==> src/display_control_pkg.sv <==
// constants for the display control unit: register map, fields, reset values, cycle codes
package display_control_pkg;

    // ************************************************************
    // register indices on the plain register port
    // ************************************************************
    localparam logic [1:0] ADDR_DISPLAY_CONTROL   = 2'h0;
    localparam logic [1:0] ADDR_REFRESH_START     = 2'h1;
    localparam logic [1:0] ADDR_REFRESH_ADDRESS   = 2'h2;
    localparam logic [1:0] ADDR_STATUS            = 2'h3;

    // ************************************************************
    // display_control field positions
    // ************************************************************
    localparam int HSYNC_DIRECTION_BIT         = 0;
    localparam int RESERVED_BIT                = 1;
    localparam int STEP_LSB                    = 2;
    localparam int STEP_MSB                    = 9;
    localparam int ORIGIN_SELECT_BIT           = 10;
    localparam int TRANSFER_CONVERT_BIT        = 11;
    localparam int AUTO_REFRESH_BIT            = 12;
    localparam int INTERNAL_TIMING_BIT         = 13;
    localparam int NONINTERLACE_BIT            = 14;
    localparam int VIDEO_ENABLE_BIT            = 15;
    localparam logic [15:0] CONTROL_WRITE_MASK = 16'hFFFD;

    // refresh_start / refresh_address layout: line count in [1:0], address in [15:2]
    localparam int LINE_COUNT_MSB              = 1;
    localparam int ADDRESS_LSB                 = 2;
    localparam int DIP_STATUS_BIT              = 0;

    // ************************************************************
    // reset values
    // ************************************************************
    localparam logic [15:0] CONTROL_RESET      = 16'h0000;
    localparam logic [15:0] START_RESET        = 16'h0000;
    localparam logic [13:0] ADDRESS_RESET      = 14'h0000;
    localparam logic [1:0]  LINE_COUNT_RESET   = 2'h0;
    localparam logic [2:0]  SYNC_PIPE_RESET    = 3'h7;

    // ************************************************************
    // memory cycle kinds for pixel and other accesses
    // ************************************************************
    typedef enum logic [1:0] {
        CYC_NORMAL_READ  = 2'b00,
        CYC_NORMAL_WRITE = 2'b01,
        CYC_MEM_TO_REG   = 2'b10,
        CYC_REG_TO_MEM   = 2'b11
    } cycle_kind_e;

endpackage : display_control_pkg

==> src/display_control_unit.sv <==
// display control unit: control register, sync direction, refresh addressing, blanking
//
// Behaviour
// - hsync_direction and internal_timing_select set sync pin directions; both set: outputs.
// - hsync input: external hsync start or h count at total starts horizontal sync, whichever first; hsync output: h total only.
// - both inputs: vsync on ext vsync, v total with ext hsync, or both totals.
// - vsync input, hsync output: vsync on ext vsync or both counters at total.
// - step field is one-hot, value 1..128, zero means no step.
// - after each refresh cycle add step, or subtract it when origin_select set.
// - interlaced: before even field reload from start register, then step by half.
// - origin_select 0 puts origin upper left, 1 lower left.
// - transfer convert turns pixel reads/writes into register transfer cycles.
// - instruction fetches and non-pixel accesses are never converted.
// - auto_refresh_enable issues refresh cycles in selected horizontal blanking intervals.
// - refresh enable change takes effect at next blanking start, first refresh there.
// - internal_timing_select 0 locks to external sync, 1 generates own timing.
// - noninterlace_select 0 gives interlaced timing, 1 noninterlaced.
// - video enable 0 forces blanking low and inhibits setting display_int_pending.
// - display_int_pending already set stays set until software clears it.
// - video enable 1 passes timing blanking and sets pending on interrupt line match.
// - refresh address field is output as logical address bits 10 to 23.
// - start_line_count code n spaces refreshes every n+1 lines.
//
// Implementation choices: the address map and the address-and-strobe port.
`timescale 1ns/1ps

module display_control_unit (
    // clock and reset
    input  wire logic        mclk_i,
    input  wire logic        sys_rst_i,
    // register port
    input  wire logic [1:0]  reg_addr_i,
    input  wire logic [15:0] reg_wdata_i,
    input  wire logic        reg_wr_i,
    input  wire logic        reg_rd_i,
    output logic      [15:0] reg_rdata_o,
    // video timing events from the counters and compare registers
    input  wire logic        h_at_total_i,
    input  wire logic        v_at_total_i,
    input  wire logic        hsync_end_i,
    input  wire logic        vsync_end_i,
    input  wire logic        hblank_start_i,
    input  wire logic        vblank_start_i,
    input  wire logic        even_field_next_i,
    input  wire logic        timing_blank_n_i,
    input  wire logic        v_at_interrupt_line_i,
    // sync pins, active low; sync start strobes and display status
    input  wire logic        hsync_n_i,
    output logic             hsync_n_o,
    output logic             hsync_oe_n_o,
    input  wire logic        vsync_n_i,
    output logic             vsync_n_o,
    output logic             vsync_oe_n_o,
    output logic             hsync_start_o,
    output logic             vsync_start_o,
    output logic             interlace_o,
    output logic             blank_n_o,
    output logic             display_int_pending_o,
    // automatic refresh cycles
    output logic             refresh_req_o,
    output logic      [13:0] refresh_addr_o,
    input  wire logic        refresh_done_i,
    // processor memory accesses
    input  wire logic        mem_req_i,
    input  wire logic        mem_write_i,
    input  wire logic        mem_pixel_i,
    output logic             cyc_valid_o,
    output logic      [1:0]  cyc_kind_o
);

    // ************************************************************
    // state
    // ************************************************************
    typedef struct packed {
        logic [15:0] ctl;
        logic [15:0] start;
        logic [13:0] refresh_address_field;
        logic [1:0]  lncnt;
        logic        sre_eff;
        logic        display_int_pending;
        logic [15:0] rdata;
        logic [2:0]  hs_pipe;
        logic [2:0]  vs_pipe;
        logic        hs_f;
        logic        vs_f;
        logic        hs_act;
        logic        vs_act;
        logic        hs_start;
        logic        vs_start;
        logic        hs_oe_n;
        logic        vs_oe_n;
        logic        interlace;
        logic        blank_n;
        logic        ref_req;
        logic        ref_busy;
        logic [13:0] ref_addr;
        logic        cyc_valid;
        logic [1:0]  cyc_kind;
    } state_s;

    state_s s_q;
    state_s s_d;

    // one-hot field is already the binary step size
    function automatic logic [13:0] step_of(input logic [15:0] ctl);
        step_of = {6'h00, ctl[display_control_pkg::STEP_MSB:display_control_pkg::STEP_LSB]};
    endfunction : step_of

    function automatic logic [13:0] move(input logic [13:0] a, input logic [13:0] st,
                                         input logic down);
        move = down ? a - st : a + st;
    endfunction : move

    logic hsync_direction;
    logic internal_timing_select;
    logic h_in;
    logic v_in;
    logic ext_h_start;
    logic ext_v_start;
    logic [13:0] step;

    assign hsync_direction  = s_q.ctl[display_control_pkg::HSYNC_DIRECTION_BIT];
    assign internal_timing_select  = s_q.ctl[display_control_pkg::INTERNAL_TIMING_BIT];
    assign h_in = !hsync_direction && !internal_timing_select;
    assign v_in = !internal_timing_select;
    assign step = step_of(s_q.ctl);

    always_comb begin
        s_d = s_q;
        s_d.hs_start  = 1'b0;
        s_d.vs_start  = 1'b0;
        s_d.ref_req   = 1'b0;
        s_d.cyc_valid = 1'b0;
        ext_h_start   = 1'b0;
        ext_v_start   = 1'b0;

        // ************************************************************
        // register port
        // ************************************************************
        if (reg_wr_i) begin
            unique case (reg_addr_i)
                display_control_pkg::ADDR_DISPLAY_CONTROL:
                    s_d.ctl = reg_wdata_i & display_control_pkg::CONTROL_WRITE_MASK;
                display_control_pkg::ADDR_REFRESH_START: s_d.start = reg_wdata_i;
                display_control_pkg::ADDR_REFRESH_ADDRESS: begin
                    s_d.refresh_address_field = reg_wdata_i[15:display_control_pkg::ADDRESS_LSB];
                    s_d.lncnt  = reg_wdata_i[display_control_pkg::LINE_COUNT_MSB:0];
                end
                display_control_pkg::ADDR_STATUS:
                    if (reg_wdata_i[display_control_pkg::DIP_STATUS_BIT]) begin
                        s_d.display_int_pending = 1'b0;
                    end
            endcase
        end
        s_d.rdata = 16'h0000;
        if (reg_rd_i) begin
            unique case (reg_addr_i)
                display_control_pkg::ADDR_DISPLAY_CONTROL: s_d.rdata = s_q.ctl;
                display_control_pkg::ADDR_REFRESH_START:   s_d.rdata = s_q.start;
                display_control_pkg::ADDR_REFRESH_ADDRESS: s_d.rdata = {s_q.refresh_address_field, s_q.lncnt};
                display_control_pkg::ADDR_STATUS:          s_d.rdata = {15'h0000, s_q.display_int_pending};
            endcase
        end

        // ************************************************************
        // sync pin inputs: a level counts once the last two stages agree
        // ************************************************************
        s_d.hs_pipe = {s_q.hs_pipe[1:0], hsync_n_i};
        s_d.vs_pipe = {s_q.vs_pipe[1:0], vsync_n_i};
        if (s_q.hs_pipe[1] == s_q.hs_pipe[2]) begin
            s_d.hs_f    = s_q.hs_pipe[2];
            ext_h_start = s_q.hs_f && !s_q.hs_pipe[2];
        end
        if (s_q.vs_pipe[1] == s_q.vs_pipe[2]) begin
            s_d.vs_f    = s_q.vs_pipe[2];
            ext_v_start = s_q.vs_f && !s_q.vs_pipe[2];
        end

        // ************************************************************
        // sync intervals and pin directions
        // ************************************************************
        s_d.hs_oe_n   = h_in;
        s_d.vs_oe_n   = v_in;
        s_d.interlace = !s_q.ctl[display_control_pkg::NONINTERLACE_BIT];
        if (hsync_end_i) begin
            s_d.hs_act = 1'b0;
        end
        if (!s_q.hs_act && ((h_in && ext_h_start) || h_at_total_i)) begin
            s_d.hs_act   = 1'b1;
            s_d.hs_start = 1'b1;
        end
        if (vsync_end_i) begin
            s_d.vs_act = 1'b0;
        end
        if (!s_q.vs_act) begin
            if ((v_in && ext_v_start) || (v_at_total_i && h_at_total_i)
                || (h_in && v_at_total_i && ext_h_start)) begin
                s_d.vs_act   = 1'b1;
                s_d.vs_start = 1'b1;
            end
        end

        // ************************************************************
        // blanking and display interrupt
        // ************************************************************
        s_d.blank_n = s_q.ctl[display_control_pkg::VIDEO_ENABLE_BIT] && timing_blank_n_i;
        if (s_q.ctl[display_control_pkg::VIDEO_ENABLE_BIT] && v_at_interrupt_line_i) begin
            s_d.display_int_pending = 1'b1; // set wins over a same-cycle clear
        end

        // ************************************************************
        // screen refresh
        // ************************************************************
        if (refresh_done_i && s_q.ref_busy) begin
            s_d.ref_busy = 1'b0;
            s_d.refresh_address_field   = move(s_q.refresh_address_field, step,
                                s_q.ctl[display_control_pkg::ORIGIN_SELECT_BIT]);
            s_d.lncnt    = s_q.start[display_control_pkg::LINE_COUNT_MSB:0];
        end
        if (hblank_start_i) begin
            s_d.sre_eff = s_q.ctl[display_control_pkg::AUTO_REFRESH_BIT];
            if (s_q.ctl[display_control_pkg::AUTO_REFRESH_BIT] && !s_q.ref_busy) begin
                if (!s_q.sre_eff || s_q.lncnt == 2'h0) begin
                    s_d.ref_req  = 1'b1;
                    s_d.ref_busy = 1'b1;
                    s_d.ref_addr = s_q.refresh_address_field;
                end else begin
                    s_d.lncnt = s_q.lncnt - 2'h1;
                end
            end
        end
        // frame reload has the last word over the address
        if (vblank_start_i) begin
            s_d.lncnt  = s_q.start[display_control_pkg::LINE_COUNT_MSB:0];
            s_d.refresh_address_field = s_q.start[15:display_control_pkg::ADDRESS_LSB];
            if (s_d.interlace && even_field_next_i) begin
                s_d.refresh_address_field = move(s_q.start[15:display_control_pkg::ADDRESS_LSB], step >> 1,
                                  s_q.ctl[display_control_pkg::ORIGIN_SELECT_BIT]);
            end
        end

        // ************************************************************
        // processor access conversion
        // ************************************************************
        if (mem_req_i) begin
            s_d.cyc_valid = 1'b1;
            if (mem_pixel_i && s_q.ctl[display_control_pkg::TRANSFER_CONVERT_BIT]) begin
                s_d.cyc_kind = mem_write_i ? display_control_pkg::CYC_REG_TO_MEM
                                           : display_control_pkg::CYC_MEM_TO_REG;
            end else begin
                s_d.cyc_kind = mem_write_i ? display_control_pkg::CYC_NORMAL_WRITE
                                           : display_control_pkg::CYC_NORMAL_READ;
            end
        end
    end

    always_ff @(posedge mclk_i) begin
        if (sys_rst_i) begin
            s_q          <= '0;
            s_q.ctl      <= display_control_pkg::CONTROL_RESET;
            s_q.start    <= display_control_pkg::START_RESET;
            s_q.refresh_address_field   <= display_control_pkg::ADDRESS_RESET;
            s_q.lncnt    <= display_control_pkg::LINE_COUNT_RESET;
            s_q.hs_pipe  <= display_control_pkg::SYNC_PIPE_RESET;
            s_q.vs_pipe  <= display_control_pkg::SYNC_PIPE_RESET;
            s_q.hs_f     <= 1'b1;
            s_q.vs_f     <= 1'b1;
            s_q.hs_oe_n  <= 1'b1;
            s_q.vs_oe_n  <= 1'b1;
        end else begin
            s_q <= s_d;
        end
    end

    // ************************************************************
    // outputs
    // ************************************************************
    assign reg_rdata_o           = s_q.rdata;
    assign hsync_n_o             = !s_q.hs_act;
    assign hsync_oe_n_o          = s_q.hs_oe_n;
    assign vsync_n_o             = !s_q.vs_act;
    assign vsync_oe_n_o          = s_q.vs_oe_n;
    assign hsync_start_o         = s_q.hs_start;
    assign vsync_start_o         = s_q.vs_start;
    assign interlace_o           = s_q.interlace;
    assign blank_n_o             = s_q.blank_n;
    assign display_int_pending_o = s_q.display_int_pending;
    assign refresh_req_o         = s_q.ref_req;
    assign refresh_addr_o        = s_q.ref_addr;
    assign cyc_valid_o           = s_q.cyc_valid;
    assign cyc_kind_o            = s_q.cyc_kind;
endmodule : display_control_unit

==> config.mk <==
export PLATFORM = sky130hd
export DESIGN_NAME = display_control_unit
export DESIGN_NICKNAME = d
export VERILOG_FILES = /design/src/display_control_pkg.sv /design/src/display_control_unit.sv
export SDC_FILE = /design/constraint.sdc
export NUM_CORES = 1
export LEC_CHECK = 0
export BUFFER_PORTS_ARGS = -buffer_cell sky130_fd_sc_hd__buf_4
export CORE_MARGIN = 2
export CORE_UTILIZATION = 60
export CTS_BUF_LIST = sky130_fd_sc_hd__clkbuf_8
export DETAILED_ROUTE_END_ITERATION = 10
export GPL_TIMING_DRIVEN = 1
export MAX_ROUTING_LAYER = met4
export PLACE_DENSITY = 0.79
export SYNTH_ARGS = -nofsm -noshare
export SYNTH_HDL_FRONTEND = slang
export SYNTH_SLANG_ARGS = --single-unit
==> constraint.sdc <==
create_clock -name mclk_i -period 5.5 [get_ports mclk_i]
set_clock_uncertainty 0.1 [all_clocks]
set_input_delay 1.1 -clock mclk_i [delete_from_list [all_inputs] [get_ports mclk_i]]
set_output_delay 1.1 -clock mclk_i [all_outputs]
set_load 0.05 [all_outputs]
# ---- Yosys cells after proc, flatten, opt, wreduce, memory -nomap -nowiden
# Cells that the tools add are included.
dict set report word_totals {
  register_bits 100
  in_bits 37
  output_inout_bits 43
  elab_cells 113
}
dict set report op_classes {
  add_sub_neg 5
  n_eq_ne 5
  n_mux 32
  n_bitwise 3
  reduce_logical 44
}
# operator n
set op_table {}
lappend op_table {{16-bit 2-to-1 mux} 5}
lappend op_table {{16-bit case mux with 4 select lines} 1}
lappend op_table {{14-bit 2-to-1 mux} 3}
lappend op_table {{15-bit 2-to-1 mux} 2}
lappend op_table {{1-bit 2-to-1 mux} 16}
lappend op_table {{1-bit logical AND} 15}
lappend op_table {{14-bit by 7-bit adder with 14-bit output} 1}
lappend op_table {{14-bit by 8-bit adder with 14-bit output} 1}
lappend op_table {{14-bit by 7-bit subtractor with 14-bit output} 1}
lappend op_table {{14-bit by 8-bit subtractor with 14-bit output} 1}
lappend op_table {{1-bit logical NOT} 9}
lappend op_table {{2-bit nonzero test} 4}
lappend op_table {{2-bit 2-to-1 mux} 3}
lappend op_table {{3-bit 2-to-1 mux} 2}
lappend op_table {{2-bit AND reduction} 3}
lappend op_table {{3-bit AND reduction} 2}
lappend op_table {{3-bit nonzero test} 2}
lappend op_table {{2-bit == test, second input constant} 2}
lappend op_table {{2-bit logical NOT} 2}
lappend op_table {{1-bit logical OR} 4}
lappend op_table {{2-bit OR reduction} 2}
lappend op_table {{1-bit NOT} 3}
lappend op_table {{3-bit OR reduction} 1}
lappend op_table {{1-bit == test} 2}
lappend op_table {{other kinds (2)} 2}

# ---- Depth between registers and ports, before layout
dict set report depth {
  depth_word 8
  mapped_depth 13
}

# ---- Worst setup path before layout
# No wires, ideal clock.
dict set report synth_timing {
  kind {flip-flop to flip-flop}
  start {reg s_q[89] (netlist name)}
  end {reg s_q[62] (netlist name)}
  setup_ns 0.134
  arrival_time_ns 2.486
  setup_slack_ns 2.780
  path_stages_with_launch 14
  path_buffers 1
  period_less_slack_ns 2.720
  cell_sequence {dfxtp_1 buf_2 inv_1 ha_1 nor2b_1 nor2_1 xnor2_1 ha_1 a21o_1 a21oi_2 a21oi_1 or3_1 a311oi_1 a211oi_1}
}
dict set report synth_between {
  elab_chain_len 4
  word_cells_on_any_way 9
}
# element line
set synth_rtl {}
lappend synth_rtl {{start, declared} display_control_unit.sv:101} ;# state_s s_q;
lappend synth_rtl {{14-bit by 8-bit adder with 14-bit output, or another cell as far along} display_control_unit.sv:111} ;# move = down ? a - st : a + st;
lappend synth_rtl {{14-bit 2-to-1 mux} display_control_unit.sv:111}
lappend synth_rtl {{16-bit 2-to-1 mux or 14-bit 2-to-1 mux (tied branches)} {display_control_unit.sv:214, display_control_unit.sv:236}}
lappend synth_rtl {{16-bit 2-to-1 mux *} display_control_unit.sv:233} ;# if (vblank_start_i) begin
# Mark *: on every way between the ends. The rest lies on a longest branch, timed or not.
# A chain may end at the register's enable or synchronous reset.

# ---- Worst setup path after layout
dict set report layout_timing {
  start {in reg_addr_i[1]}
  end {reg s_q[62] (netlist name)}
}
dict set report layout_between {
  elab_chain_len 3
}
# element line
set layout_rtl {}
lappend layout_rtl {{start, declared} display_control_unit.sv:32} ;# input wire logic [1:0] reg_addr_i,
lappend layout_rtl {{2-bit == test} display_control_unit.sv:141} ;# unique case (reg_addr_i)
lappend layout_rtl {{3-bit nonzero test (no source line)} --}
lappend layout_rtl {{2-bit AND reduction (no source line)} --}
# No other way between the ends.

==> metrics.csv <==
metric,value,unit
run_status,"finished, final reports clean",
critical_path.max_stage_delay,0.86,ns
synth.avg_cell_area,7.77,µm²
routed_wire_length_per_instance,17.8,µm
rsz0062_at_grt,false,
drc_marker_count_from_the_first_detailed_route_iteration,360,
net_count_synth,834,
post_cts.repair.setup_buffers,0,
cts_made_buffers,9,
syn-instance-count,766,
fin_crit,3.29,ns
data_required_time_at_the_worst_endpoint,5.64,ns
crit_family,simple AND/OR/NAND/NOR gates,
worst-r2r-cell-count,12,
rows,36,
final_max_slew_violation_count,0,
final-setup-viol-count,0,
critical_path.most_common_cell,nand2_1,
die_area,10700,µm²
clock.fmax,0.304,GHz
grt_remaining_overflow,0,
routabilityCongestion,0.968,
die_w,104,µm
initial_utilization,0.615,
clock_insertion_delay_worst_skew,0.39,ns
holdPathStages,1,
cts_max_path_buffers,2,
powerDensity,274,nW/µm²
timing.rr.start,s_q[88]$_SDFFE_PP0P_,
dp_cells,900,
yosysWarnings,0,
grt_pass1_vias,5007,
reg2reg_to,s_q[63]$_SDFFE_PP0P_,
holdCritPathClass,reg2reg,
timing.slew.headroom,0.294,
multiInputGateArea,3430,µm²
critPathLaunch,reg_addr_i[1],
core_area,9680,µm²
path_max_fanout,20,
place_hpwl,12200,µm
grt_max_degree,88,
timing.setup.critical_path_class,in2reg,
vias_per_cell,5.98,
critPathCaptureType,register,
nets,846,
critPathSlowestCell,nor2b_1,
maxCapViolations,0,
track_usage,0.311,
leakage,0.00256,µW
num_vias,5480,
crit_end,s_q[62]$_SDFFE_PP0P_,
critPathBufInv,1,
tritoncts,done,
area_overhead_of_the_layout_relative_to_synthesis,8.45,%
path_clk_slew,0.10,ns
cts-hold-fix-buffers,0,
cp_num_cells,7,
ys_types,68,
syn_area,5950,µm²
hold_violations,0,
antennaDiodeCount,0,
final.period_utilization,0.598,
htree_levels,3,
totalNegativeSetupSlack,0,ns
post_route_cells_drive_above_1_share,0.158,
start_kind,input port,
boundaryPins,80,
clk_root_buffer_cell,clkbuf_8,
cts.sinks,100,
synth-edff-count,0,
route.antenna.remaining_nets,0,
post_cts_resized,0,
worstMarginPinSlew,1.06,ns
reg2reg_setup_slack,2.25,ns
fillers,865,
asyncSetResetFlopFracSynth,0,
global_route_wire_length_before_repair,25900,µm
die-height,104,µm
cp.arrival,3.42,ns
final_cell_count_no_fill,916,
yosys_register_bits,100,
detail_route.first_pass.iterations,5,
route.detailed.drc,0,
irDropWorstVdd,0.175,mV
place.port_buffers,79,
synth_seq_area_share,0.336,
path_cells,buf_4 -> nor2b_1 -> nand2_1 -> nand2_1 -> a21oi_1 -> a311oi_1 -> a211oi_1,
wl,16300,µm
dominantRegCellSynth,dfxtp_1,
area_occupied_by_registers,2000,µm²
number_of_antenna_violations_at_the_first_check_in_global_routing,0,
Yosys cell counts, types with 8 or more instances:
cell | count | share of area
nand2b_1 | 8 | 0.0084
nand3_1 | 16 | 0.013
xnor2_1 | 21 | 0.031
mux2i_1 | 22 | 0.037
dfxtp_1 | 100 | 0.34
buf_2 | 14 | 0.012
a21oi_1 | 97 | 0.082
nor2b_1 | 9 | 0.0095
a31oi_1 | 10 | 0.011
a21o_1 | 8 | 0.010
nor2_1 | 71 | 0.045
nand2_1 | 137 | 0.086
clkbuf_1 | 24 | 0.015
a211oi_1 | 8 | 0.010
ha_1 | 29 | 0.061
o21ai_0 | 18 | 0.015
nor3_1 | 10 | 0.0084
inv_1 | 18 | 0.011
buf_4 | 34 | 0.043
power breakdown:
part | switching [µW] | leakage [µW] | internal [µW]
sequential | 33.0 | 0.000814 | 750
clock | 287 | 0.0000949 | 175
combinational | 314 | 0.00165 | 213
sequential cells by signal (all words and copies together), names as in the netlist:
name and count:
hsync_start_o 1, refresh_addr_o 14, refresh_req_o 1, internal_timing_select 1
hsync_direction 1, vsync_oe_n_o 1, cyc_kind_o 2, interlace_o 1
s_q 53, blank_n_o 1, s_d 4, vsync_start_o 1
display_int_pending_o 1, reg_rdata_o 16, hsync_oe_n_o 1, cyc_valid_o 1
cell families after synthesis:
group	after synthesis	share of synthesized area
AOI/OAI and AO/OA	199	0.212
DFF	100	0.336
adders and majority gates	31	0.0677
muxes	24	0.0427
and+or+nand+nor	289	0.216
buffers and inverters	97	0.0870
xor gates and xnor gates	26	0.0382
layout make-up:
type,count,area share
clock buffers,9,0.0192
clock inverters,7,0.0103
inverters,19,0.0110
multi-input cells,569,0.532
flip-flops and latches,100,0.310
well taps,133,0.0258
repair buffers,79,0.0918
routing by layer:
| metal | track usage | routed length, µm | vias to the layer above | share of wire |
|---|---|---|---|---|
| li1 | - | - | 2664 | - |
| met2 | 0.492 | 7580 | 218 | 0.47 |
| met1 | 0.417 | 7270 | 2567 | 0.45 |
| met4 | 0.0888 | 296 | 0 | 0.018 |
| met3 | 0.0472 | 1150 | 31 | 0.070 |
| met5 | - | 0 | - | 0 |
metrics by stage:
stage,hold slack (ns),area [µm²],util,total power [µW],worst slack [ns]
2_1_floorplan,0.289,5950,-,1190,2.78
3_3_place_gp,0.294,6270,0.647,1310,2.01
3_5_place_dp,0.305,6270,0.647,1310,1.89
4_1_cts,0.333,6460,0.667,1770,2.29
5_1_grt,0.341,6460,0.667,1850,1.96
6_report,0.325,6460,0.667,1770,2.21
worst min path at each step:
stage	start	end
final	s_d[30]$_SDFF_PP1_	s_d[31]$_SDFF_PP1_
after CTS	s_d[33]$_SDFF_PP1_	s_d[34]$_SDFF_PP1_
after detailed placement	s_d[33]$_SDFF_PP1_	s_d[34]$_SDFF_PP1_
after floorplan	s_d[30]$_SDFF_PP1_	s_d[31]$_SDFF_PP1_
after global placement	s_d[30]$_SDFF_PP1_	s_d[31]$_SDFF_PP1_
after global routing	s_d[30]$_SDFF_PP1_	s_d[31]$_SDFF_PP1_
placed cells by master, fill, tap and decap left out, types with 4 or more instances in the layout:
master	synthesis	layout
a211oi_1	8	8
a21o_1	8	8
a21oi_1	97	97
a21oi_2	4	4
a311oi_1	4	4
a31o_2	7	7
a31oi_1	10	10
and2_1	4	4
and3_1	4	4
buf_4	34	79
clkbuf_8	0	9
dfxtp_1	100	100
ha_1	29	29
inv_1	18	18
mux2i_1	22	22
nand2_1	137	137
nand2b_1	8	8
nand3_1	16	16
nand4_1	4	4
nor2_1	71	71
nor2b_1	9	9
nor3_1	10	10
o21a_1	6	6
o21ai_0	18	18
o21bai_1	4	4
or2_2	7	7
or3_1	4	4
xnor2_1	21	21
xor2_1	5	5
Power figures use the tool's default switching activity.
